`config.mk`:
```
export PLATFORM = sky130hd
export DESIGN_NAME = can_tx_sched_irq_timestamp
export DESIGN_NICKNAME = d
export VERILOG_FILES = /design/src/hdl/can_sched_pkg.sv /design/src/hdl/can_rank_pick.sv /design/src/hdl/can_tx_sched_irq_timestamp.sv
export SDC_FILE = /design/constraint.sdc
export NUM_CORES = 2
export LEC_CHECK = 0
export ABC_AREA = 1
export BUFFER_PORTS_ARGS = -buffer_cell sky130_fd_sc_hd__buf_2
export CAP_MARGIN = 20
export CELL_PAD_IN_SITES_DETAIL_PLACEMENT = 0
export CELL_PAD_IN_SITES_GLOBAL_PLACEMENT = 1
export CORE_MARGIN = 1.5
export CORE_UTILIZATION = 51
export DETAILED_ROUTE_END_ITERATION = 12
export PLACE_DENSITY = 0.91
export RECOVER_POWER = 50
export SLEW_MARGIN = 20
export SYNTH_ARGS = -nofsm -noshare
export SYNTH_HDL_FRONTEND = slang
export SYNTH_SLANG_ARGS = --single-unit
```
`constraint.sdc`:
```
create_clock -name clk -period 32.4 [get_ports clk]
set_input_delay 6.48 -clock clk [delete_from_list [all_inputs] [get_ports clk]]
set_output_delay 6.48 -clock clk [all_outputs]
set_load 0.03 [all_outputs]
```
`src/hdl/can_sched_pkg.sv`:
```
package can_sched_pkg;

  // sizes
  localparam int NUM_BUF = 15;
  localparam int DATA_W = 16;
  localparam int ADDR_W = 6;

  // register word indices
  localparam logic [5:0] ADDR_CTL_BASE = 6'h00;
  localparam logic [5:0] ADDR_STAMP_BASE = 6'h10;
  localparam logic [5:0] ADDR_IRQ_ENABLE = 6'h20;
  localparam logic [5:0] ADDR_IRQ_PENDING = 6'h21;
  localparam logic [5:0] ADDR_IRQ_CLEAR = 6'h22;
  localparam logic [5:0] ADDR_IRQ_CODE_MASK = 6'h23;
  localparam logic [5:0] ADDR_STATUS_PENDING = 6'h24;
  localparam logic [5:0] ADDR_ERROR_DIAG = 6'h25;
  localparam logic [5:0] ADDR_STAMP_COUNTER = 6'h26;
  localparam logic [5:0] ADDR_GLOBAL_CONFIG = 6'h27;

  // buffer control word fields
  localparam int CTL_ST_LSB = 0;
  localparam int CTL_PRI_LSB = 4;
  localparam int CTL_DLC_LSB = 12;
  localparam logic [15:0] CTL_WRITABLE = 16'hf0ff;
  localparam logic [15:0] CTL_RESET = 16'h0000;

  // pending / enable / code mask, global config and status word bit positions
  localparam int ERR_BIT = 15;
  localparam int CFG_STAMP_SYNC_BIT = 0;
  localparam int STP_IRQ_ACTIVE_BIT = 4;

  // buffer states
  localparam logic [3:0] ST_RX_NOT_ACTIVE = 4'h0;
  localparam logic [3:0] ST_RX_READY = 4'h2;
  localparam logic [3:0] ST_RX_FULL = 4'h4;
  localparam logic [3:0] ST_RX_OVERRUN = 4'h6;
  localparam logic [3:0] ST_TX_NOT_ACTIVE = 4'h8;
  localparam logic [3:0] ST_AWAIT_REMOTE = 4'ha;
  localparam logic [3:0] ST_SEND_SINGLE = 4'hc;
  localparam logic [3:0] ST_SEND_SINGLE_LOCKED = 4'hd;
  localparam logic [3:0] ST_SEND_THEN_AWAIT = 4'he;
  localparam logic [3:0] ST_SEND_THEN_AWAIT_LOCKED = 4'hf;

  localparam logic [15:0] STAMP_ZERO = 16'h0000;

  typedef logic [NUM_BUF-1:0][3:0] prio_arr_t;

  // scheduler phase
  typedef enum logic [1:0] {
    SCHED_IDLE = 2'b00,
    SCHED_ON_AIR = 2'b01,
    SCHED_CHAIN = 2'b10
  } sched_e;

  // events from the protocol engine
  typedef struct packed {
    logic bit_tick;
    logic ack_slot;
    logic tx_done;
    logic tx_was_remote;
    logic arb_lost;
    logic bus_idle;
    logic rx_data;
    logic rx_remote;
    logic [3:0] rx_buf;
    logic err_detect;
    logic [15:0] err_bits;
  } link_in_s;

  // request toward the protocol engine
  typedef struct packed {
    logic tx_req;
    logic [3:0] tx_buf;
  } link_out_s;

  // software register port
  typedef struct packed {
    logic [ADDR_W-1:0] addr;
    logic [DATA_W-1:0] wdata;
    logic wr;
    logic rd;
  } reg_req_s;

endpackage

```
`src/hdl/can_rank_pick.sv`:
```
`timescale 1ns/1ps
`default_nettype none
module can_rank_pick
  import can_sched_pkg::*;
(
  input wire logic [can_sched_pkg::NUM_BUF-1:0] cand,
  input wire can_sched_pkg::prio_arr_t prio,
  output logic found,
  output logic [3:0] idx
);
  // smallest rank wins, equal rank goes to lower buffer
  logic [7:0] best;
  always_comb begin
    found = 1'b0;
    idx = 4'h0;
    best = 8'hff;
    for (int i = 0; i < NUM_BUF; i++) begin
      if (cand[i] && (!found || {prio[i], 4'(i)} < best)) begin
        found = 1'b1;
        idx = 4'(i);
        best = {prio[i], 4'(i)};
      end
    end
  end
endmodule
`default_nettype wire

```
`src/hdl/can_tx_sched_irq_timestamp.sv`:
```
// Our own choices: the plain strobed port and the register addresses.
`timescale 1ns/1ps
`default_nettype none
module can_tx_sched_irq_timestamp
  import can_sched_pkg::*;
(
  input wire logic clk,
  input wire logic rst_b,
  input wire can_sched_pkg::reg_req_s reg_req,
  output logic [can_sched_pkg::DATA_W-1:0] reg_rdata,
  input wire can_sched_pkg::link_in_s link_in,
  output can_sched_pkg::link_out_s link_out,
  output logic irq,
  output logic wake_rx
);

  // complete block state
  typedef struct packed {
    logic [NUM_BUF-1:0][15:0] ctl;
    logic [NUM_BUF-1:0][15:0] stamp;
    logic [15:0] irq_enable_mask;
    logic [15:0] irq_pending_flags;
    logic [15:0] irq_code_mask;
    logic [15:0] error_diag_word;
    logic [15:0] stamp_counter;
    logic [15:0] ack_stamp;
    logic [15:0] global_config;
    sched_e phase;
    logic [3:0] cur_buf;
    link_out_s lout;
    logic irq;
    logic wake;
    logic [15:0] rdata;
  } state_s;

  state_s cur; // registered state
  state_s next_cur; // next state

  // send request codes
  function automatic logic wants_send(input logic [3:0] st);
    wants_send = (st == ST_SEND_SINGLE) || (st == ST_SEND_THEN_AWAIT);
  endfunction

  // locked means transmit state with busy bit
  function automatic logic is_locked(input logic [3:0] st);
    is_locked = st[3] && st[0];
  endfunction

  // coded request: active bit and source code
  function automatic logic [4:0] encode(input logic [15:0] req);
    logic [4:0] r;
    r = 5'h00;
    // error outranks buffers, low buffer first
    if (req[ERR_BIT]) begin
      r = 5'h10;
    end else begin
      for (int i = NUM_BUF - 1; i >= 0; i--) begin
        if (req[i]) begin
          r = {1'b1, 4'(i + 1)};
        end
      end
    end
    encode = r;
  endfunction

  // candidate set and picker
  logic [NUM_BUF-1:0] cand;
  prio_arr_t prio;
  logic pick_found;
  logic [3:0] pick_idx;

  // scheduler candidates exclude the buffer on air
  always_comb begin
    for (int i = 0; i < NUM_BUF; i++) begin
      cand[i] = wants_send(cur.ctl[i][3:0]);
      prio[i] = cur.ctl[i][CTL_PRI_LSB +: 4];
    end
  end

  can_rank_pick u_pick (
    .cand(cand),
    .prio(prio),
    .found(pick_found),
    .idx(pick_idx)
  );

  // next-state logic
  always_comb begin
    logic [3:0] st;
    logic [15:0] ev;
    logic [4:0] code;
    logic [3:0] b;
    logic locked_w;
    st = 4'h0;
    ev = 16'h0000;
    code = 5'h00;
    b = 4'h0;
    locked_w = 1'b0;
    next_cur = cur;
    next_cur.wake = 1'b0;
    next_cur.rdata = 16'h0000;

    // software writes
    if (reg_req.wr) begin
      b = reg_req.addr[3:0];
      if (reg_req.addr[5:4] == ADDR_CTL_BASE[5:4] && b < 4'(NUM_BUF)) begin
        locked_w = is_locked(cur.ctl[b][3:0]);
        if (locked_w) begin
          // only upper status bits, busy bit cleared, write dropped while on air
          if (!(cur.phase == SCHED_ON_AIR && cur.cur_buf == b)) begin
            next_cur.ctl[b][3:0] = {reg_req.wdata[3:1], 1'b0};
          end
        end else begin
          next_cur.ctl[b] = reg_req.wdata & CTL_WRITABLE;
        end
      end else if (reg_req.addr[5:4] == ADDR_STAMP_BASE[5:4] && b < 4'(NUM_BUF)) begin
        // stamp word blocked while locked
        if (!is_locked(cur.ctl[b][3:0])) begin
          next_cur.stamp[b] = reg_req.wdata;
        end
      end else begin
        case (reg_req.addr)
          ADDR_IRQ_ENABLE: next_cur.irq_enable_mask = reg_req.wdata;
          ADDR_IRQ_CLEAR: next_cur.irq_pending_flags = cur.irq_pending_flags & ~reg_req.wdata;
          ADDR_IRQ_CODE_MASK: next_cur.irq_code_mask = reg_req.wdata;
          ADDR_ERROR_DIAG: next_cur.error_diag_word = cur.error_diag_word & ~reg_req.wdata;
          ADDR_STAMP_COUNTER: next_cur.stamp_counter = reg_req.wdata;
          ADDR_GLOBAL_CONFIG: next_cur.global_config = reg_req.wdata & 16'h0001;
          default: ;
        endcase
      end
    end

    if (link_in.bit_tick) begin
      next_cur.stamp_counter = next_cur.stamp_counter + 16'h0001;
    end
    // sample counter in the ack slot
    if (link_in.ack_slot) begin
      next_cur.ack_stamp = cur.stamp_counter;
    end

    // transmit completion
    if (cur.phase == SCHED_ON_AIR && link_in.tx_done) begin
      b = cur.cur_buf;
      st = cur.ctl[b][3:0];
      if (st == ST_SEND_THEN_AWAIT_LOCKED) begin
        next_cur.ctl[b][3:0] = ST_AWAIT_REMOTE;
      end else if (link_in.tx_was_remote) begin
        next_cur.ctl[b][3:0] = ST_RX_READY;
      end else begin
        // data frame sent, back to idle
        next_cur.ctl[b][3:0] = ST_TX_NOT_ACTIVE;
      end
      ev[b] = 1'b1;
      next_cur.stamp[b] = cur.ack_stamp;
      if (b == 4'h0 && cur.global_config[CFG_STAMP_SYNC_BIT]) begin
        next_cur.stamp_counter = STAMP_ZERO;
      end
      // go straight for the next frame
      next_cur.phase = SCHED_CHAIN;
      next_cur.lout.tx_req = 1'b0;
    end else if (cur.phase == SCHED_ON_AIR && link_in.arb_lost) begin
      // lost arbitration clears the busy bit and returns to idle
      next_cur.ctl[cur.cur_buf][0] = 1'b0;
      next_cur.phase = SCHED_IDLE;
      next_cur.lout.tx_req = 1'b0;
    end

    // received frames
    if (link_in.rx_data && link_in.rx_buf < 4'(NUM_BUF)) begin
      b = link_in.rx_buf;
      st = cur.ctl[b][3:0];
      if (st == ST_RX_READY || st == ST_RX_FULL) begin
        next_cur.ctl[b][3:0] = (st == ST_RX_READY) ? ST_RX_FULL : ST_RX_OVERRUN;
        ev[b] = 1'b1;
        next_cur.stamp[b] = cur.ack_stamp;
        if (b == 4'h0 && cur.global_config[CFG_STAMP_SYNC_BIT]) begin
          next_cur.stamp_counter = STAMP_ZERO;
        end
        // data receive event to wakeup unit
        next_cur.wake = 1'b1;
      end
    end
    if (link_in.rx_remote && link_in.rx_buf < 4'(NUM_BUF)) begin
      b = link_in.rx_buf;
      // awaiting buffer sends nothing until here
      // remote frame schedules the data answer
      if (cur.ctl[b][3:0] == ST_AWAIT_REMOTE) begin
        next_cur.ctl[b][3:0] = ST_SEND_THEN_AWAIT;
        ev[b] = 1'b1;
      end
    end

    if (link_in.err_detect) begin
      ev[ERR_BIT] = 1'b1;
      next_cur.error_diag_word = next_cur.error_diag_word | link_in.err_bits;
    end
    // set wins over clear
    next_cur.irq_pending_flags = next_cur.irq_pending_flags | ev;

    // scheduler
    case (cur.phase)
      SCHED_IDLE: begin
        if (link_in.bus_idle && pick_found) begin
          next_cur.ctl[pick_idx][0] = 1'b1;
          next_cur.cur_buf = pick_idx;
          next_cur.lout.tx_req = 1'b1;
          next_cur.lout.tx_buf = pick_idx;
          next_cur.phase = SCHED_ON_AIR;
        end
      end
      SCHED_CHAIN: begin
        // no wait for idle bus between frames
        if (pick_found) begin
          next_cur.ctl[pick_idx][0] = 1'b1;
          next_cur.cur_buf = pick_idx;
          next_cur.lout.tx_req = 1'b1;
          next_cur.lout.tx_buf = pick_idx;
          next_cur.phase = SCHED_ON_AIR;
        end else begin
          next_cur.phase = SCHED_IDLE;
        end
      end
      SCHED_ON_AIR: ;
      default: next_cur.phase = SCHED_IDLE;
    endcase

    // one request line for all sources
    next_cur.irq = |(next_cur.irq_pending_flags & next_cur.irq_enable_mask);

    // reads, data in the following cycle
    if (reg_req.rd) begin
      b = reg_req.addr[3:0];
      if (reg_req.addr[5:4] == ADDR_CTL_BASE[5:4] && b < 4'(NUM_BUF)) begin
        next_cur.rdata = cur.ctl[b] & CTL_WRITABLE;
      end else if (reg_req.addr[5:4] == ADDR_STAMP_BASE[5:4] && b < 4'(NUM_BUF)) begin
        next_cur.rdata = cur.stamp[b];
      end else begin
        case (reg_req.addr)
          ADDR_IRQ_ENABLE: next_cur.rdata = cur.irq_enable_mask;
          ADDR_IRQ_PENDING: next_cur.rdata = cur.irq_pending_flags;
          ADDR_IRQ_CODE_MASK: next_cur.rdata = cur.irq_code_mask;
          ADDR_STATUS_PENDING: begin
            code = encode(cur.irq_pending_flags & cur.irq_code_mask);
            next_cur.rdata = {11'h000, code};
          end
          ADDR_ERROR_DIAG: next_cur.rdata = cur.error_diag_word;
          ADDR_STAMP_COUNTER: next_cur.rdata = cur.stamp_counter;
          ADDR_GLOBAL_CONFIG: next_cur.rdata = cur.global_config;
          default: next_cur.rdata = 16'h0000;
        endcase
      end
    end
  end

  // state register
  always_ff @(posedge clk or negedge rst_b) begin
    if (!rst_b) begin
      cur <= '0;
    end else begin
      cur <= next_cur;
    end
  end

  // outputs straight from flops
  assign reg_rdata = cur.rdata;
  assign link_out = cur.lout;
  assign irq = cur.irq;
  assign wake_rx = cur.wake;

endmodule
`default_nettype wire

```
==> flow_summary.json <==
{
  "outcome": "finished, violations left",
  "violations": "max-capacitance violations, max-slew violations",
  "cts_buffer_depth": 3,
  "synth.net_count": 4478,
  "ys.flop_type": "dfrtp_1",
  "cts_sinks": 542,
  "p_per_area_mw_per_mm2": 87.92,
  "first_global_vias": 29522,
  "port-buffer-count": 77,
  "p_leak_nw": 16.34,
  "final_util_pct": 55.60,
  "crit_path_cell_trace": "clkbuf_1 > clkbuf_1 > clkbuf_1",
  "ys_types": 63,
  "totalWireLength_mm": 126.6,
  "place_area_sq_mm": 0.03234,
  "final_cell_area_sq_mm": 0.03419,
  "avgSynthCellArea_sq_um": 7.196,
  "synth_mux_area_share_pct": 0.3842,
  "synthCells": 4390,
  "ir_drop_mv": 0.05742,
  "crit_arrival_ns": 19.52,
  "synthTopCellsByCount": "nand2_1 (1029), o21ai_0 (886), dfrtp_1 (542), inv_1 (541), nor2_1 (299)",
  "cts_made_buffers": 59,
  "track_usage_pct": 39.38,
  "final-instance-count-excl-fill": 5146,
  "setup_violations": 0,
  "vias_per_cell": 6.215,
  "total_power_mw": 3.006,
  "fmax_ghz": 0.04764,
  "die_width_um": 251.9,
  "synth-seq-area-share_pct": 42.93,
  "syn2layout_area_growth_pct": 8.222,
  "netlist_area_sq_mm": 0.03159,
  "synth-edff-count": 0,
  "drtPass1Iterations": 7,
  "core_sq_mm": 0.06148,
  "max_cap_violations": 7,
  "die_area_sq_mm": 0.06344,
  "wl_per_cell_um": 24.61,
  "grt_max_degree": 166,
  "ctsResizeCount": 0,
  "period_share_pct": 64.79,
  "rsz0062_at_grt": "no",
  "pre_cts_ws_ns": 16.19,
  "synth_top_cells_by_area": "dfrtp_1 (43%), o21ai_0 (14%), nand2_1 (12%)",
  "fin_crit_ns": 20.99,
  "finalSetupTns_ns": 0,
  "synth_top_family_by_area": "compound AO/OA/AOI/OAI gates",
  "synthSimpleGateAreaFrac_pct": 19.92,
  "path_class": "in -> async",
  "path_clk_slew_ns": 0.06,
  "num_vias": 31982,
  "placed_cells": 5037,
  "overflow": 0,
  "whs_ns": 0.4783,
  "synth_compound_area_share_pct": 24.95,
  "dp_hpwl_mm": 86.92,
  "fillCellCount": 6040,
  "fp.dieH_um": 251.9,
  "critPathMaxStageDelay_ns": 6.19,
  "drc_errors": 0,
  "worst_slack_ns": 11.41,
  "max_slew_margin_pct": -492.2,
  "routabilityCongestion": 1.037,
  "antenna_found_initial": 6,
  "yosysMostFrequentCell": "nand2_1",
  "drive_gt1_share_pct": 5.972,
  "synth_top_area_share_pct": 42.93,
  "root_buffer": "clkbuf_16",
  "post_cts_buffers": 0,
  "hold_path.class": "reg -> reg",
  "hold_viol_final": 0,
  "start_util_pct": 51.38,
  "fp-row-count": 91,
  "cts.htree.levels": 2,
  "worst_path_most_repeated_cell": "clkbuf_1",
  "cts_tree": "done",
  "nets": 4397,
  "yosysTopAreaCell": "dfrtp_1",
  "cts.hold.buffers_added": 0,
  "crit_slowest_cell": "clkbuf_1",
  "synth_fa_ha_area_share_pct": 1.307,
  "worstMarginPinSlew_ns": 8.882,
  "drt_iter0_markers": 4353,
  "critPathLaunchType": "input port",
  "synth_xor_area_share_pct": 0.3327,
  "cp_max_fo": 165,
  "ys_ff_latch": 542,
  "drv_slew": 555,
  "clkLatencyLatePin_ns": 0.67,
  "skew_ns": 0.05806,
  "ant_nets": 0,
  "worstPathRequired_ns": 30.93,
  "ios": 78,
  "grt_pass1_wl_mm": 187.4,
  "synth-async-reset-ratio_pct": 100.0,
  "yosysWarnings": 0,
  "crit_path_end_kind": "asynchronous set/reset pin"
}
cells by family (layout without fill, tap and decap cells):
kind of cell	after synthesis	after routing
multiplexers	12	12
flip-flops	542	542
buffers and inverters	832	796
AO/OA/AOI/OAI	1407	1407
adder cells (fa/ha/maj)	33	33
AND/OR/NAND/NOR	1552	1552
other	0	2
XOR/XNOR	12	12
final timing paths:
check	cells past startpoint	startpoint	end	slack (ns)
min in group asynchronous	1	rst_b	asynchronous set/reset pin	8.01
max in group clk	119	cur[383]$_DFF_PN0_	cur[381]$_DFF_PN0_	16.20
worst min-delay path	2	cur[73]$_DFF_PN0_	cur[57]$_DFFE_PN0P_	0.48
worst max register to register	119	cur[383]$_DFF_PN0_	cur[381]$_DFF_PN0_	16.20
worst max-delay path	3	rst_b	cur[312]$_DFF_PN0_	11.41
worst min register to register	2	cur[73]$_DFF_PN0_	cur[57]$_DFFE_PN0P_	0.48
final cells by class:
| class | instances | area [sq um] | area share [%] |
|---|---|---|---|
| Clock buffer | 85 | 1704 | 4.985 |
| Sequential cell | 542 | 13560 | 39.67 |
| Multi-Input combinational cell | 3016 | 14870 | 43.49 |
| Antenna cell | 2 | 5.005 | 0.01464 |
| Inverter | 553 | 2079 | 6.083 |
| Timing Repair Buffer | 137 | 778.2 | 2.276 |
| Tap cell | 790 | 988.4 | 2.891 |
| Clock inverter | 21 | 201.4 | 0.5892 |
cells in the final DEF (no fill, tap or decap), drive strengths merged, types with 11 or more instances in the layout:
master,count
a221oi,21
clkbuf,117
mux2i,11
a21oi,115
nand2,1060
o21ai,898
inv,543
clkinv,25
a22oi,23
nand4,31
nand3,113
o221ai,27
dfrtp,542
a31oi,14
ha,33
o22ai,212
a211oi,29
nor2,303
nor3,28
buf,105
metal layers:
layer | part of all wire (%) | global-route usage [%] | wire length [um]
met5 | 0.010 | 0 | 13
met4 | 7.3 | 25.13 | 9224
met3 | 10 | 7.057 | 13080
met2 | 44 | 60.71 | 55620
met1 | 38 | 51.36 | 48690
report_power, final:
group | switching (mW) | total (mW) | internal (mW)
logic | 0.813 | 1.23 | 0.418
clock network | 0.299 | 0.680 | 0.380
registers | 0.174 | 1.10 | 0.922
worst max-delay path, delay by kind of cell:
family / cells / cell delay [ns]
buffers and inverters: 3 / 12.65
No activity file was read; power rests on OpenSTA's default activity.
